[config.mk]
export PLATFORM = sky130hd
export DESIGN_NAME = dcw_top
export DESIGN_NICKNAME = d
export VERILOG_FILES = /design/src/shared/dcw_pkg.sv /design/src/shared/dcw_addr_if.sv /design/src/rtl/dcw_addr_gen.sv /design/src/rtl/dcw_top.sv
export SDC_FILE = /design/constraint.sdc
export NUM_CORES = 1
export LEC_CHECK = 0
export BUFFER_PORTS_ARGS = -buffer_cell sky130_fd_sc_hd__buf_4
export CAP_MARGIN = 15
export CORE_MARGIN = 1
export CORE_UTILIZATION = 60
export DETAILED_ROUTE_END_ITERATION = 6
export GPL_TIMING_DRIVEN = 0
export PLACE_DENSITY = 0.83
export SLEW_MARGIN = 10
export SYNTH_ARGS = -nofsm -noshare
export SYNTH_HDL_FRONTEND = slang
export SYNTH_SLANG_ARGS = --single-unit
[constraint.sdc]
create_clock -name pclk -period 5.8 [get_ports pclk]
set_input_delay 1.16 -clock pclk [delete_from_list [all_inputs] [get_ports pclk]]
set_output_delay 1.16 -clock pclk [all_outputs]
set_load 0.05 [all_outputs]
[src/shared/dcw_pkg.sv]
package dcw_pkg;
    // Register byte offsets
    localparam logic [11:0] OFS_CONTROL = 12'h000;
    localparam logic [11:0] OFS_SRC_END = 12'h004;
    localparam logic [11:0] OFS_DST_END = 12'h008;
    localparam logic [11:0] OFS_REMAIN = 12'h00C;
    localparam logic [11:0] OFS_SRC_ADDR = 12'h010;
    localparam logic [11:0] OFS_DST_ADDR = 12'h014;
    localparam logic [11:0] OFS_ATTR = 12'h018;

    // Control word field positions
    localparam int DST_INC_LSB = 30;
    localparam int DST_SIZE_LSB = 28;
    localparam int SRC_INC_LSB = 26;
    localparam int SRC_SIZE_LSB = 24;
    localparam int DST_PROT_LSB = 21;

    // Reset values
    localparam logic [31:0] CONTROL_RST = 32'h0000_0000;
    localparam logic [31:0] PTR_RST = 32'h0000_0000;
    localparam logic [9:0] REMAIN_RST = 10'h000;

    // Size and increment encodings
    localparam logic [1:0] SIZE_BYTE = 2'h0;
    localparam logic [1:0] SIZE_HALF = 2'h1;
    localparam logic [1:0] SIZE_WORD = 2'h2;
    localparam logic [1:0] INC_FIXED = 2'h3;

    // Bus attribute constants
    localparam logic HPROT_DATA = 1'b1;
    localparam logic [2:0] HSIZE_HI = 3'h0;
endpackage : dcw_pkg

[src/shared/dcw_addr_if.sv]
`timescale 1ns/1ns
interface dcw_addr_if;
    logic [31:0] end_ptr;
    logic [1:0] inc;
    logic [9:0] remaining;
    logic [31:0] addr;

    modport ctrl (
        output end_ptr,
        output inc,
        output remaining,
        input addr
    );
    modport gen (
        input end_ptr,
        input inc,
        input remaining,
        output addr
    );
endinterface : dcw_addr_if

[src/rtl/dcw_addr_gen.sv]
`timescale 1ns/1ns
module dcw_addr_gen (
    // Clock and reset
    input wire logic pclk,
    input wire logic presetn,
    // Pointer, step and count in, address out
    dcw_addr_if.gen ag
);
    logic [31:0] addr_q;
    logic [31:0] addr_d;
    logic [31:0] offset;

    // Pointer marks the last item, so step back from the end
    always_comb begin
        offset = {22'h000000, ag.remaining} << ag.inc;
        if (ag.inc == dcw_pkg::INC_FIXED) begin
            addr_d = ag.end_ptr;
        end else begin
            addr_d = ag.end_ptr - offset;
        end
    end

    always_ff @(posedge pclk or negedge presetn) begin
        if (!presetn) begin
            addr_q <= dcw_pkg::PTR_RST;
        end else begin
            addr_q <= addr_d;
        end
    end

    assign ag.addr = addr_q;

    AST_LAST_AT_END: assert property (@(posedge pclk) disable iff (!presetn)
        (ag.remaining == 10'h000) |=> (addr_q == $past(ag.end_ptr)))
        else $error("Last transfer address differs from end pointer");
endmodule : dcw_addr_gen

[src/rtl/dcw_top.sv]
`timescale 1ns/1ns
// What this block does
// - Source size bits 25:24 decode as byte, halfword, word; 11 reserved.
// - Source increment bits 27:26 pick byte, halfword or word step.
// - Source increment 11 holds source address at the source end pointer.
// - Destination increment bits 31:30 pick step; no narrower than data width, though a narrower step is not checked.
// - Destination increment 11 holds destination address at its end pointer.
// - Control bits 23:21 drive write protection bits 3:1 on destination writes.
// - Pointers are end addresses; each address steps back from the end.
module dcw_top (
    // Clock and reset
    input wire logic pclk,
    input wire logic presetn,
    // APB slave
    input wire logic psel,
    input wire logic penable,
    input wire logic pwrite,
    input wire logic [11:0] paddr,
    input wire logic [31:0] pwdata,
    output logic [31:0] prdata,
    output logic pready,
    output logic pslverr,
    // Decoded transfer attributes
    output logic [31:0] src_haddr,
    output logic [31:0] dst_haddr,
    output logic [2:0] src_hsize,
    output logic [2:0] dst_hsize,
    output logic [3:0] dst_hprot
);
    logic [31:0] control_q;
    logic [31:0] src_end_q;
    logic [31:0] dst_end_q;
    logic [9:0] remain_q;
    logic [31:0] prdata_q;
    logic [31:0] rd_d;
    logic [2:0] hsize_q;
    logic [3:0] hprot_q;
    logic hit;
    logic wr_en;
    logic [1:0] src_size;
    logic [1:0] src_inc;
    logic [1:0] dst_inc;

    dcw_addr_if src_if ();
    dcw_addr_if dst_if ();

    assign src_size = control_q[dcw_pkg::SRC_SIZE_LSB +: 2];
    assign src_inc = control_q[dcw_pkg::SRC_INC_LSB +: 2];
    assign dst_inc = control_q[dcw_pkg::DST_INC_LSB +: 2];

    // Address decode
    always_comb begin
        hit = 1'b1;
        rd_d = 32'h0000_0000;
        unique case (paddr)
            dcw_pkg::OFS_CONTROL: begin
                rd_d = control_q;
            end
            dcw_pkg::OFS_SRC_END: begin
                rd_d = src_end_q;
            end
            dcw_pkg::OFS_DST_END: begin
                rd_d = dst_end_q;
            end
            dcw_pkg::OFS_REMAIN: begin
                rd_d = {22'h000000, remain_q};
            end
            dcw_pkg::OFS_SRC_ADDR: begin
                rd_d = src_if.addr;
            end
            dcw_pkg::OFS_DST_ADDR: begin
                rd_d = dst_if.addr;
            end
            dcw_pkg::OFS_ATTR: begin
                rd_d = {25'h0000000, hprot_q, hsize_q};
            end
            default: begin
                hit = 1'b0;
            end
        endcase
    end

    // Zero wait states; read data captured in the setup cycle
    assign pready = 1'b1;
    assign pslverr = psel & penable & ~hit;
    assign wr_en = psel & penable & pwrite & hit;
    assign prdata = prdata_q;

    always_ff @(posedge pclk or negedge presetn) begin
        if (!presetn) begin
            prdata_q <= 32'h0000_0000;
        end else if (psel && !penable) begin
            prdata_q <= rd_d;
        end
    end

    always_ff @(posedge pclk or negedge presetn) begin
        if (!presetn) begin
            control_q <= dcw_pkg::CONTROL_RST;
            src_end_q <= dcw_pkg::PTR_RST;
            dst_end_q <= dcw_pkg::PTR_RST;
            remain_q <= dcw_pkg::REMAIN_RST;
        end else if (wr_en) begin
            unique case (paddr)
                dcw_pkg::OFS_CONTROL: begin
                    control_q <= pwdata;
                end
                dcw_pkg::OFS_SRC_END: begin
                    src_end_q <= pwdata;
                end
                dcw_pkg::OFS_DST_END: begin
                    dst_end_q <= pwdata;
                end
                dcw_pkg::OFS_REMAIN: begin
                    remain_q <= pwdata[9:0];
                end
                default: begin
                end
            endcase
        end
    end

    // Destination width follows source width, so the destination size field is not read
    always_ff @(posedge pclk or negedge presetn) begin
        if (!presetn) begin
            hsize_q <= 3'h0;
            hprot_q <= {3'h0, dcw_pkg::HPROT_DATA};
        end else begin
            hsize_q <= {dcw_pkg::HSIZE_HI[0], src_size};
            hprot_q <= {control_q[dcw_pkg::DST_PROT_LSB +: 3], dcw_pkg::HPROT_DATA};
        end
    end

    // Reserved codes pass through unchecked
    assign src_if.end_ptr = src_end_q;
    assign src_if.inc = src_inc;
    assign src_if.remaining = remain_q;
    assign dst_if.end_ptr = dst_end_q;
    assign dst_if.inc = dst_inc;
    assign dst_if.remaining = remain_q;

    dcw_addr_gen u_src_gen (
        .pclk(pclk),
        .presetn(presetn),
        .ag(src_if.gen)
    );

    dcw_addr_gen u_dst_gen (
        .pclk(pclk),
        .presetn(presetn),
        .ag(dst_if.gen)
    );

    assign src_haddr = src_if.addr;
    assign dst_haddr = dst_if.addr;
    assign src_hsize = hsize_q;
    assign dst_hsize = hsize_q;
    assign dst_hprot = hprot_q;

    AST_SIZE_DECODE: assert property (@(posedge pclk) disable iff (!presetn)
        (psel && penable && pwrite && paddr == dcw_pkg::OFS_CONTROL) ##1 1'b1
        |=> (src_hsize == {1'b0, $past(pwdata[25:24], 2)}))
        else $error("Source size not decoded from written control word");

    AST_SRC_STEP: assert property (@(posedge pclk) disable iff (!presetn)
        (src_inc != 2'h3) |=> (src_haddr == $past(src_end_q) - ({22'h000000, $past(remain_q)} << $past(src_inc))))
        else $error("Source address step wrong");

    AST_SRC_FIXED: assert property (@(posedge pclk) disable iff (!presetn)
        (src_inc == 2'h3) ##1 (src_inc == 2'h3) |-> (src_haddr == src_end_q || $changed(src_end_q)))
        else $error("Fixed source address moved");

    AST_DST_STEP: assert property (@(posedge pclk) disable iff (!presetn)
        (dst_inc != 2'h3) |=> (dst_haddr == $past(dst_end_q) - ({22'h000000, $past(remain_q)} << $past(dst_inc))))
        else $error("Destination address step wrong");

    AST_DST_FIXED: assert property (@(posedge pclk) disable iff (!presetn)
        (dst_inc == 2'h3) |=> (dst_haddr == $past(dst_end_q)))
        else $error("Fixed destination address moved");

    AST_PROT_WRITE: assert property (@(posedge pclk) disable iff (!presetn)
        (psel && penable && pwrite && paddr == dcw_pkg::OFS_CONTROL) ##1 1'b1
        |=> (dst_hprot == {$past(pwdata[23:21], 2), 1'b1}))
        else $error("Destination protection bits do not follow control word");

    AST_DST_WIDTH: assert property (@(posedge pclk) disable iff (!presetn)
        1'b1 |=> (dst_hsize == {1'b0, $past(control_q[dcw_pkg::SRC_SIZE_LSB +: 2])}))
        else $error("Destination size does not follow source size field");

    AST_SRC_HSIZE: assert property (@(posedge pclk) disable iff (!presetn)
        1'b1 |=> (src_hsize == {1'b0, $past(control_q[dcw_pkg::SRC_SIZE_LSB +: 2])}))
        else $error("Source size does not follow stored control word");

    AST_CTRL_WRITE: assert property (@(posedge pclk) disable iff (!presetn)
        (psel && penable && pwrite && paddr == dcw_pkg::OFS_CONTROL) |=> (control_q == $past(pwdata)))
        else $error("Control word write lost");

    AST_RD_CONTROL: assert property (@(posedge pclk) disable iff (!presetn)
        (psel && !penable && paddr == dcw_pkg::OFS_CONTROL) |=> (prdata == $past(control_q)))
        else $error("Control word read data wrong");

    AST_SRC_END_WRITE: assert property (@(posedge pclk) disable iff (!presetn)
        (psel && penable && pwrite && paddr == dcw_pkg::OFS_SRC_END) |=> (src_end_q == $past(pwdata)))
        else $error("Source end pointer write lost");

    AST_DST_END_WRITE: assert property (@(posedge pclk) disable iff (!presetn)
        (psel && penable && pwrite && paddr == dcw_pkg::OFS_DST_END) |=> (dst_end_q == $past(pwdata)))
        else $error("Destination end pointer write lost");

    AST_REMAIN_WRITE: assert property (@(posedge pclk) disable iff (!presetn)
        (psel && penable && pwrite && paddr == dcw_pkg::OFS_REMAIN) |=> (remain_q == $past(pwdata[9:0])))
        else $error("Remaining count write lost");

    // Read-only offsets must not disturb the writable words
    AST_RO_IGNORED: assert property (@(posedge pclk) disable iff (!presetn)
        (psel && penable && pwrite && paddr >= dcw_pkg::OFS_SRC_ADDR && paddr <= dcw_pkg::OFS_ATTR)
        |=> ($stable(control_q) && $stable(src_end_q) && $stable(dst_end_q) && $stable(remain_q)))
        else $error("Write to read-only offset changed a register");

    AST_DST_FIXED_HOLD: assert property (@(posedge pclk) disable iff (!presetn)
        (dst_inc == dcw_pkg::INC_FIXED) ##1 (dst_inc == dcw_pkg::INC_FIXED && $stable(dst_end_q))
        |=> $stable(dst_haddr))
        else $error("Fixed destination address did not hold");
endmodule : dcw_top

# [Yosys cells after proc, flatten, opt, wreduce, memory -nomap -nowiden]
# Index checks and enable logic that the tools add are counted.
[totals] reg_bits=207 input_bits=49 out_inout_bits=108 elab_cells=38
[op_classes] addsub=2 n_eq_ne=8 shifts=2 n_mux=4 bitwise_logic=5 reduce_logical=8
[op_table] operator="32-bit case mux with 7 select lines" n=1
[op_table] operator="32-bit 2-to-1 mux" n=2
[op_table] operator="10-bit by 2-bit << shifter with 32-bit output" n=2
[op_table] operator="32-bit subtractor" n=2
[op_table] operator="12-bit by 5-bit equality test with 1-bit output (second input constant)" n=3
[op_table] operator="12-bit by 4-bit equality test with 1-bit output (second input constant)" n=2
[op_table] operator="12-bit by 3-bit equality test with 1-bit output (second input constant)" n=1
[op_table] operator="12-bit zero test" n=1
[op_table] operator="2-bit AND reduction" n=4
[op_table] operator="7-bit OR reduction" n=1
[op_table] operator="1-bit AND" n=4
[op_table] operator="2-bit equality test (second input constant)" n=2
[op_table] operator="1-bit logical AND" n=1
[op_table] operator="1-bit zero test" n=1
[op_table] operator="1-bit 2-to-1 mux" n=1
[op_table] operator="1-bit inverter" n=1

# [Depth between registers and ports, before layout]
[logic_depth] ltp_word=5 ltp_mapped=13 depth_no_buf=11

# [By module]
# From an unflattened synthesis, not the netlist that was laid out.
[unflattened] cells_unflattened=1112 area_unflattened_um2=11792.6
[modules_own_cells] module="dcw_top" instances=1 cells_per_inst=576 area_per_inst_um2=7091.8 seq_area_each_um2=3578.4
[modules_own_cells] module="dcw_addr_gen at u_src_gen" instances=1 cells_per_inst=278 area_per_inst_um2=2431.1 seq_area_each_um2=800.8
[modules_own_cells] module="dcw_addr_gen at u_dst_gen" instances=1 cells_per_inst=258 area_per_inst_um2=2269.7 seq_area_each_um2=800.8

# [Worst setup path after synthesis]
# Ideal clock, no wire load.
[synth_path] path_kind="input to output" startpoint="input port paddr[4]" endpoint="output port pslverr" arrival_ps=2699 required_ps=4640 slack_ps=1941 cell_stages=4 n_path_buf=2 cell_sequence="buf_1 -> clkbuf_1 -> a31oi_1 -> nor2_1"
[synth_between] elab_chain_len=5 word_cells_on_any_way=11 classes_between="eq/ne (6); mux (1); bitwise (2); reduce/logical (2)"
[synth_lines] element="start: declaration" line="dcw_top.sv:18" rtl="input wire logic [11:0] paddr,"
[synth_lines] element="12-bit by 4-bit equality test with 1-bit output, or another cell as far along" line="dcw_top.sv:55" rtl="unique case (paddr)"
[synth_lines] element="7-bit OR reduction (no source line) *"
[synth_lines] element="1-bit 2-to-1 mux *" line="dcw_top.sv:55"
[synth_lines] element="1-bit inverter *" line="dcw_top.sv:85" rtl="assign pslverr = psel & penable & ~hit;"
[synth_lines] element="1-bit AND *" line="dcw_top.sv:85"
[synth_lines] element="end: declaration" line="dcw_top.sv:22" rtl="output logic pslverr,"
# Every way passes the cells marked *; elsewhere a longest branch is shown, timed or not.

# [Final worst setup path]
[layout_path] startpoint="register control_q[27]" endpoint="register u_src_gen.addr_q[30] (netlist: u_src_gen.ag.addr[30])"
[layout_between] elab_chain_len=3 word_cells_on_any_way=4 classes_between="add/sub (1); eq/ne (1); shift (1); mux (1)"
[layout_lines] element="start: declaration" line="dcw_top.sv:30" rtl="logic [31:0] control_q;"
[layout_lines] element="start signal: assignment" line="dcw_top.sv:99" rtl="control_q <= dcw_pkg::CONTROL_RST;"
[layout_lines] element="start signal: assignment" line="dcw_top.sv:106" rtl="control_q <= pwdata;"
[layout_lines] element="10-bit by 2-bit << shifter with 32-bit output" line="dcw_addr_gen.sv:15" rtl="offset = {22'h000000, ag.remaining} << ag.inc;"
[layout_lines] element="32-bit subtractor" line="dcw_addr_gen.sv:19" rtl="addr_d = ag.end_ptr - offset;"
[layout_lines] element="32-bit 2-to-1 mux *" line="dcw_addr_gen.sv:16" rtl="if (ag.inc == dcw_pkg::INC_FIXED) begin"
[layout_lines] element="via u_src_gen.addr_d[30]" line="dcw_addr_gen.sv:10" rtl="logic [31:0] addr_d;"
[layout_lines] element="end signal: assignment" line="dcw_addr_gen.sv:25" rtl="addr_q <= dcw_pkg::PTR_RST;"
[layout_lines] element="end signal: assignment" line="dcw_addr_gen.sv:27" rtl="addr_q <= addr_d;"
[layout_lines] element="end: declaration" line="dcw_addr_gen.sv:9" rtl="logic [31:0] addr_q;"
# The timed path passes the listed nets; every way through them passes the cells marked *.
# A chain may end at the register's enable or synchronous reset.

==> metrics.txt <==
Ys Warns 0; Seq cells post-synth 207; Psw between 700 and 800 uW; hold crit path type flop to flop; worst-margin pin slew 981.5 ps; # clock sinks about 210; clk_lat worst skew 510 ps; largest net degree at the start of global routing between 100 and 150; gpl congestion 0.9399; Worst Path Buf+Inv 4; P_int 2337 uW; Clk network pwr share 0.432; Crit Path Class flop to flop; Area growth syn-to-layout 19.90%; post-CTS setup buffer count 0; Rows 48; cell family with most CP delay compound AO/OA/AOI/OAI gates; Critical Path Source Type flop; fraction of registers with async set/reset 1.000; Die Y-Extent 136.4 um; leak pwr about 0.0064 uW; # hold bufs at CTS 0; gr ovfl total 0; vias in the first global route 8694; Post-DP Area 0.01230 mm2; Slew Viols, Final 0; initial antenna violation count 0; root buffer cell clkbuf_16; Post-Syn Instances 1004; Core Box Area 0.01748 mm2; pwr dens ~240 mW/mm2; Setup crit end kind flop; synthesized area per cell 10.79 um2; Final HPWL DP 22.35 mm; unrepaired setup endpoints after global routing false; Adder-Cell Fraction of Synth Area 0.03604; Compound-Gate Fraction of Synth Area 0.1368; fin crit period 4156 ps; Peak VDD IR about 0.00025 V; die area 0.01860 mm2; Post-Route Setup TNS 0 ps; Req. time, crit path 6220 ps; Layout Nets 1264; XOR/XNOR Fraction of Synth Area 0.04689; I/O Pins ~160; diode count 0; wire per inst 22.08 um; Vias/cell 6.347; initial DRC count approximately 1000; PostCTS Resize Cnt 0; cts bufs inserted 22; Max H-tree Level 1; synth unique cells 69; largest family of logic cells by synthesized area multiplexers; final setup vio count 0; Die Span X 136.4 um; cell with the largest stage delay on the worst path a2111oi_1; CTS tree built; Max Freq 0.2406 GHz; cell area after layout between 0.01 and 0.015 mm2; number of vias after detailed routing 9038; Max-Slew Margin vs Limit 0.3421; Tot GR Track Use 0.3414; Synth Area in Simple Gates 0.1281; Critical Path Max Stage Delay 840 ps; maximum buffer depth of the clock tree 3; IO Port Bufs 152; Primary FF master, synth dfrtp_1; Tcrit/Tclk final 0.7166; Seq pwr share 0.478; fillers 1216; multiplexer area fraction after synthesis 0.1416; routed wire length ~31 mm; post-synthesis sequential area ratio 0.4782; post-route DRC violation count 0; switching part of the total 0.2486; Post-synth EDFFs 0; share of cells above drive strength 1 0.2852; DRT Pass-1 Iters 5; first-pass GRT wire length 47.64 mm; initial core utilization 0.6198; Crit Path Max Fanout 10; crit-path cells buf_2 > buf_1 > inv_1 > and3_1 > ha_1 > fa_1 > nor2b_1 > o31ai_1 > a2111oi_1 > o31ai_1 > buf_2 > nand3_1 > xnor2_1; status complete, no violations; Max Cap Violations 0; post-route ant nets 0; Fin Clk Skew 15.22 ps; CP Data Arrival Time between 4000 and 5000 ps; final hold vios 0; area of the mapped netlist between 0.01 and 0.015 mm2; Worst-path clk slew 60 ps; Logic pwr share 0.090
## sequential cells by signal (all words and copies together) (netlist names)
signal and count:
dst_end_q 32, u_src_gen.ag.addr 32, dst_if.remaining 10, u_dst_gen.ag.addr 32, dst_hprot 3, dst_hsize 2
src_end_q 32, prdata 32, control_q 32
## Yosys cell counts (all sizes together), types with 3 or more instances
cell    count  area share
a21oi      53       0.024
and3        5      0.0029
nor4       11       0.012
inv        22      0.0076
a22oi       6      0.0042
nor2       90       0.031
a211oi      5      0.0035
o211ai      5      0.0035
xnor2      29       0.023
a221oi     27       0.022
buf        25       0.014
or3         4      0.0028
nand2b     13      0.0075
o21bai      3      0.0021
o22ai       5      0.0029
mux2      110        0.11
nand3b      3      0.0021
or2         4      0.0023
dfrtp     207        0.48
nand3      15      0.0081
o31ai       3      0.0021
o21ai      28       0.013
a31oi      36       0.021
clkbuf     29       0.010
nor3       20       0.012
xor2       29       0.023
o21a        5      0.0035
a22o       22       0.018
a21o        5      0.0035
a222oi      3      0.0028
and3b       3      0.0024
nand2      84       0.029
nor2b      10      0.0058
mux2i      25       0.023
and2        3      0.0017
ha         28       0.032
## power by group through the flow
stage               logic, uW  clock network [uW]  registers, uW
floorplan                60.3                   0           1600
detailed placement        279                   0           1510
global placement          271                   0           1510
finish                    279                1340           1490
global route              298                1400           1490
CTS                       280                1340           1490
## area by class of cell
cell class	count	area (um2)	share of cell area
tap	225	281.5	0.02167
sequential	207	5180	0.3988
buffer	54	261.5	0.02013
clock buffer	32	619.3	0.04768
inverter	22	82.58	0.006358
timing repair buffer	155	1189	0.09151
clock inverter	6	57.56	0.004431
multi-input combinational	723	5318	0.4094
## cells by family (layout without fill, tap and decap cells)
| kind of cell | Yosys count | in the layout |
|---|---|---|
| XOR/XNOR | 58 | 58 |
| flip-flops | 207 | 207 |
| other | 2 | 4 |
| AND/OR/NAND/NOR | 275 | 275 |
| buffers and inverters | 76 | 269 |
| adder cells (fa/ha/maj) | 30 | 30 |
| AO/OA/AOI/OAI | 219 | 219 |
| multiplexers | 137 | 137 |
## stage by stage
step	cells	setup slack [ps]	util	hold slack (ps)	power [uW]
after floorplan	1006	1941	-	370.6	1661
after global placement	1383	1629	0.7017	381.2	1783
after detailed placement	1385	1656	0.7040	392.8	1791
after CTS	1423	1531	0.7427	409.9	3111
after global routing	1424	1484	0.7432	414.6	3185
final	1424	1644	0.7432	417.8	3111
## worst paths after layout
check | from | to | slack, ps | depth (start not counted)
max | control_q[27] | u_src_gen.ag.addr[30] | 1640 | 13
min | control_q[23] | dst_hprot[3] | 420 | 0
max reg2reg | control_q[27] | u_src_gen.ag.addr[30] | 1640 | 13
min reg2reg | control_q[23] | dst_hprot[3] | 420 | 0
max in group asynchronous | presetn | u_src_gen.ag.addr[23] | 4120 | 2
min in group asynchronous | presetn | control_q[4] | 670 | 1
## worst reg2reg max path: cells and delay by family, from the launching register on
| family | cells | cell delay [ps] |
|---|---|---|
| DFF | 1 | 340 |
| AOI/OAI and AO/OA | 3 | 1340 |
| and+or+nand+nor | 3 | 510 |
| xor gates and xnor gates | 1 | 140 |
| buffers and inverters | 4 | 1130 |
| adders and majority gates | 2 | 600 |
## cell usage in the layout, fill, tap and decap left out, types with 6 or more instances in the layout
cell         n
dfrtp_1    207
buf_4      163
mux2_2     110
nor2_1      90
nand2_1     84
a21oi_1     53
clkbuf_1    37
a31oi_1     36
xor2_1      29
xnor2_1     29
o21ai_0     28
ha_1        28
a221oi_1    27
mux2i_1     25
clkbuf_16   23
inv_1       21
a22o_1      21
nor3_1      16
nand3_1     14
nand2b_1    13
buf_2       12
nor2b_1     10
nor4_1       6
a22oi_1      6
## layer usage
layer | wire length [um] | part of all wire | global-route usage
met1 | 12670 | 0.40 | 0.4578
met2 | 14630 | 0.47 | 0.5417
met3 | 2997 | 0.095 | 0.07457
met4 | 1139 | 0.036 | 0.1302
met5 | 0 | 0 | 0
Power figures use the tool's default switching activity.
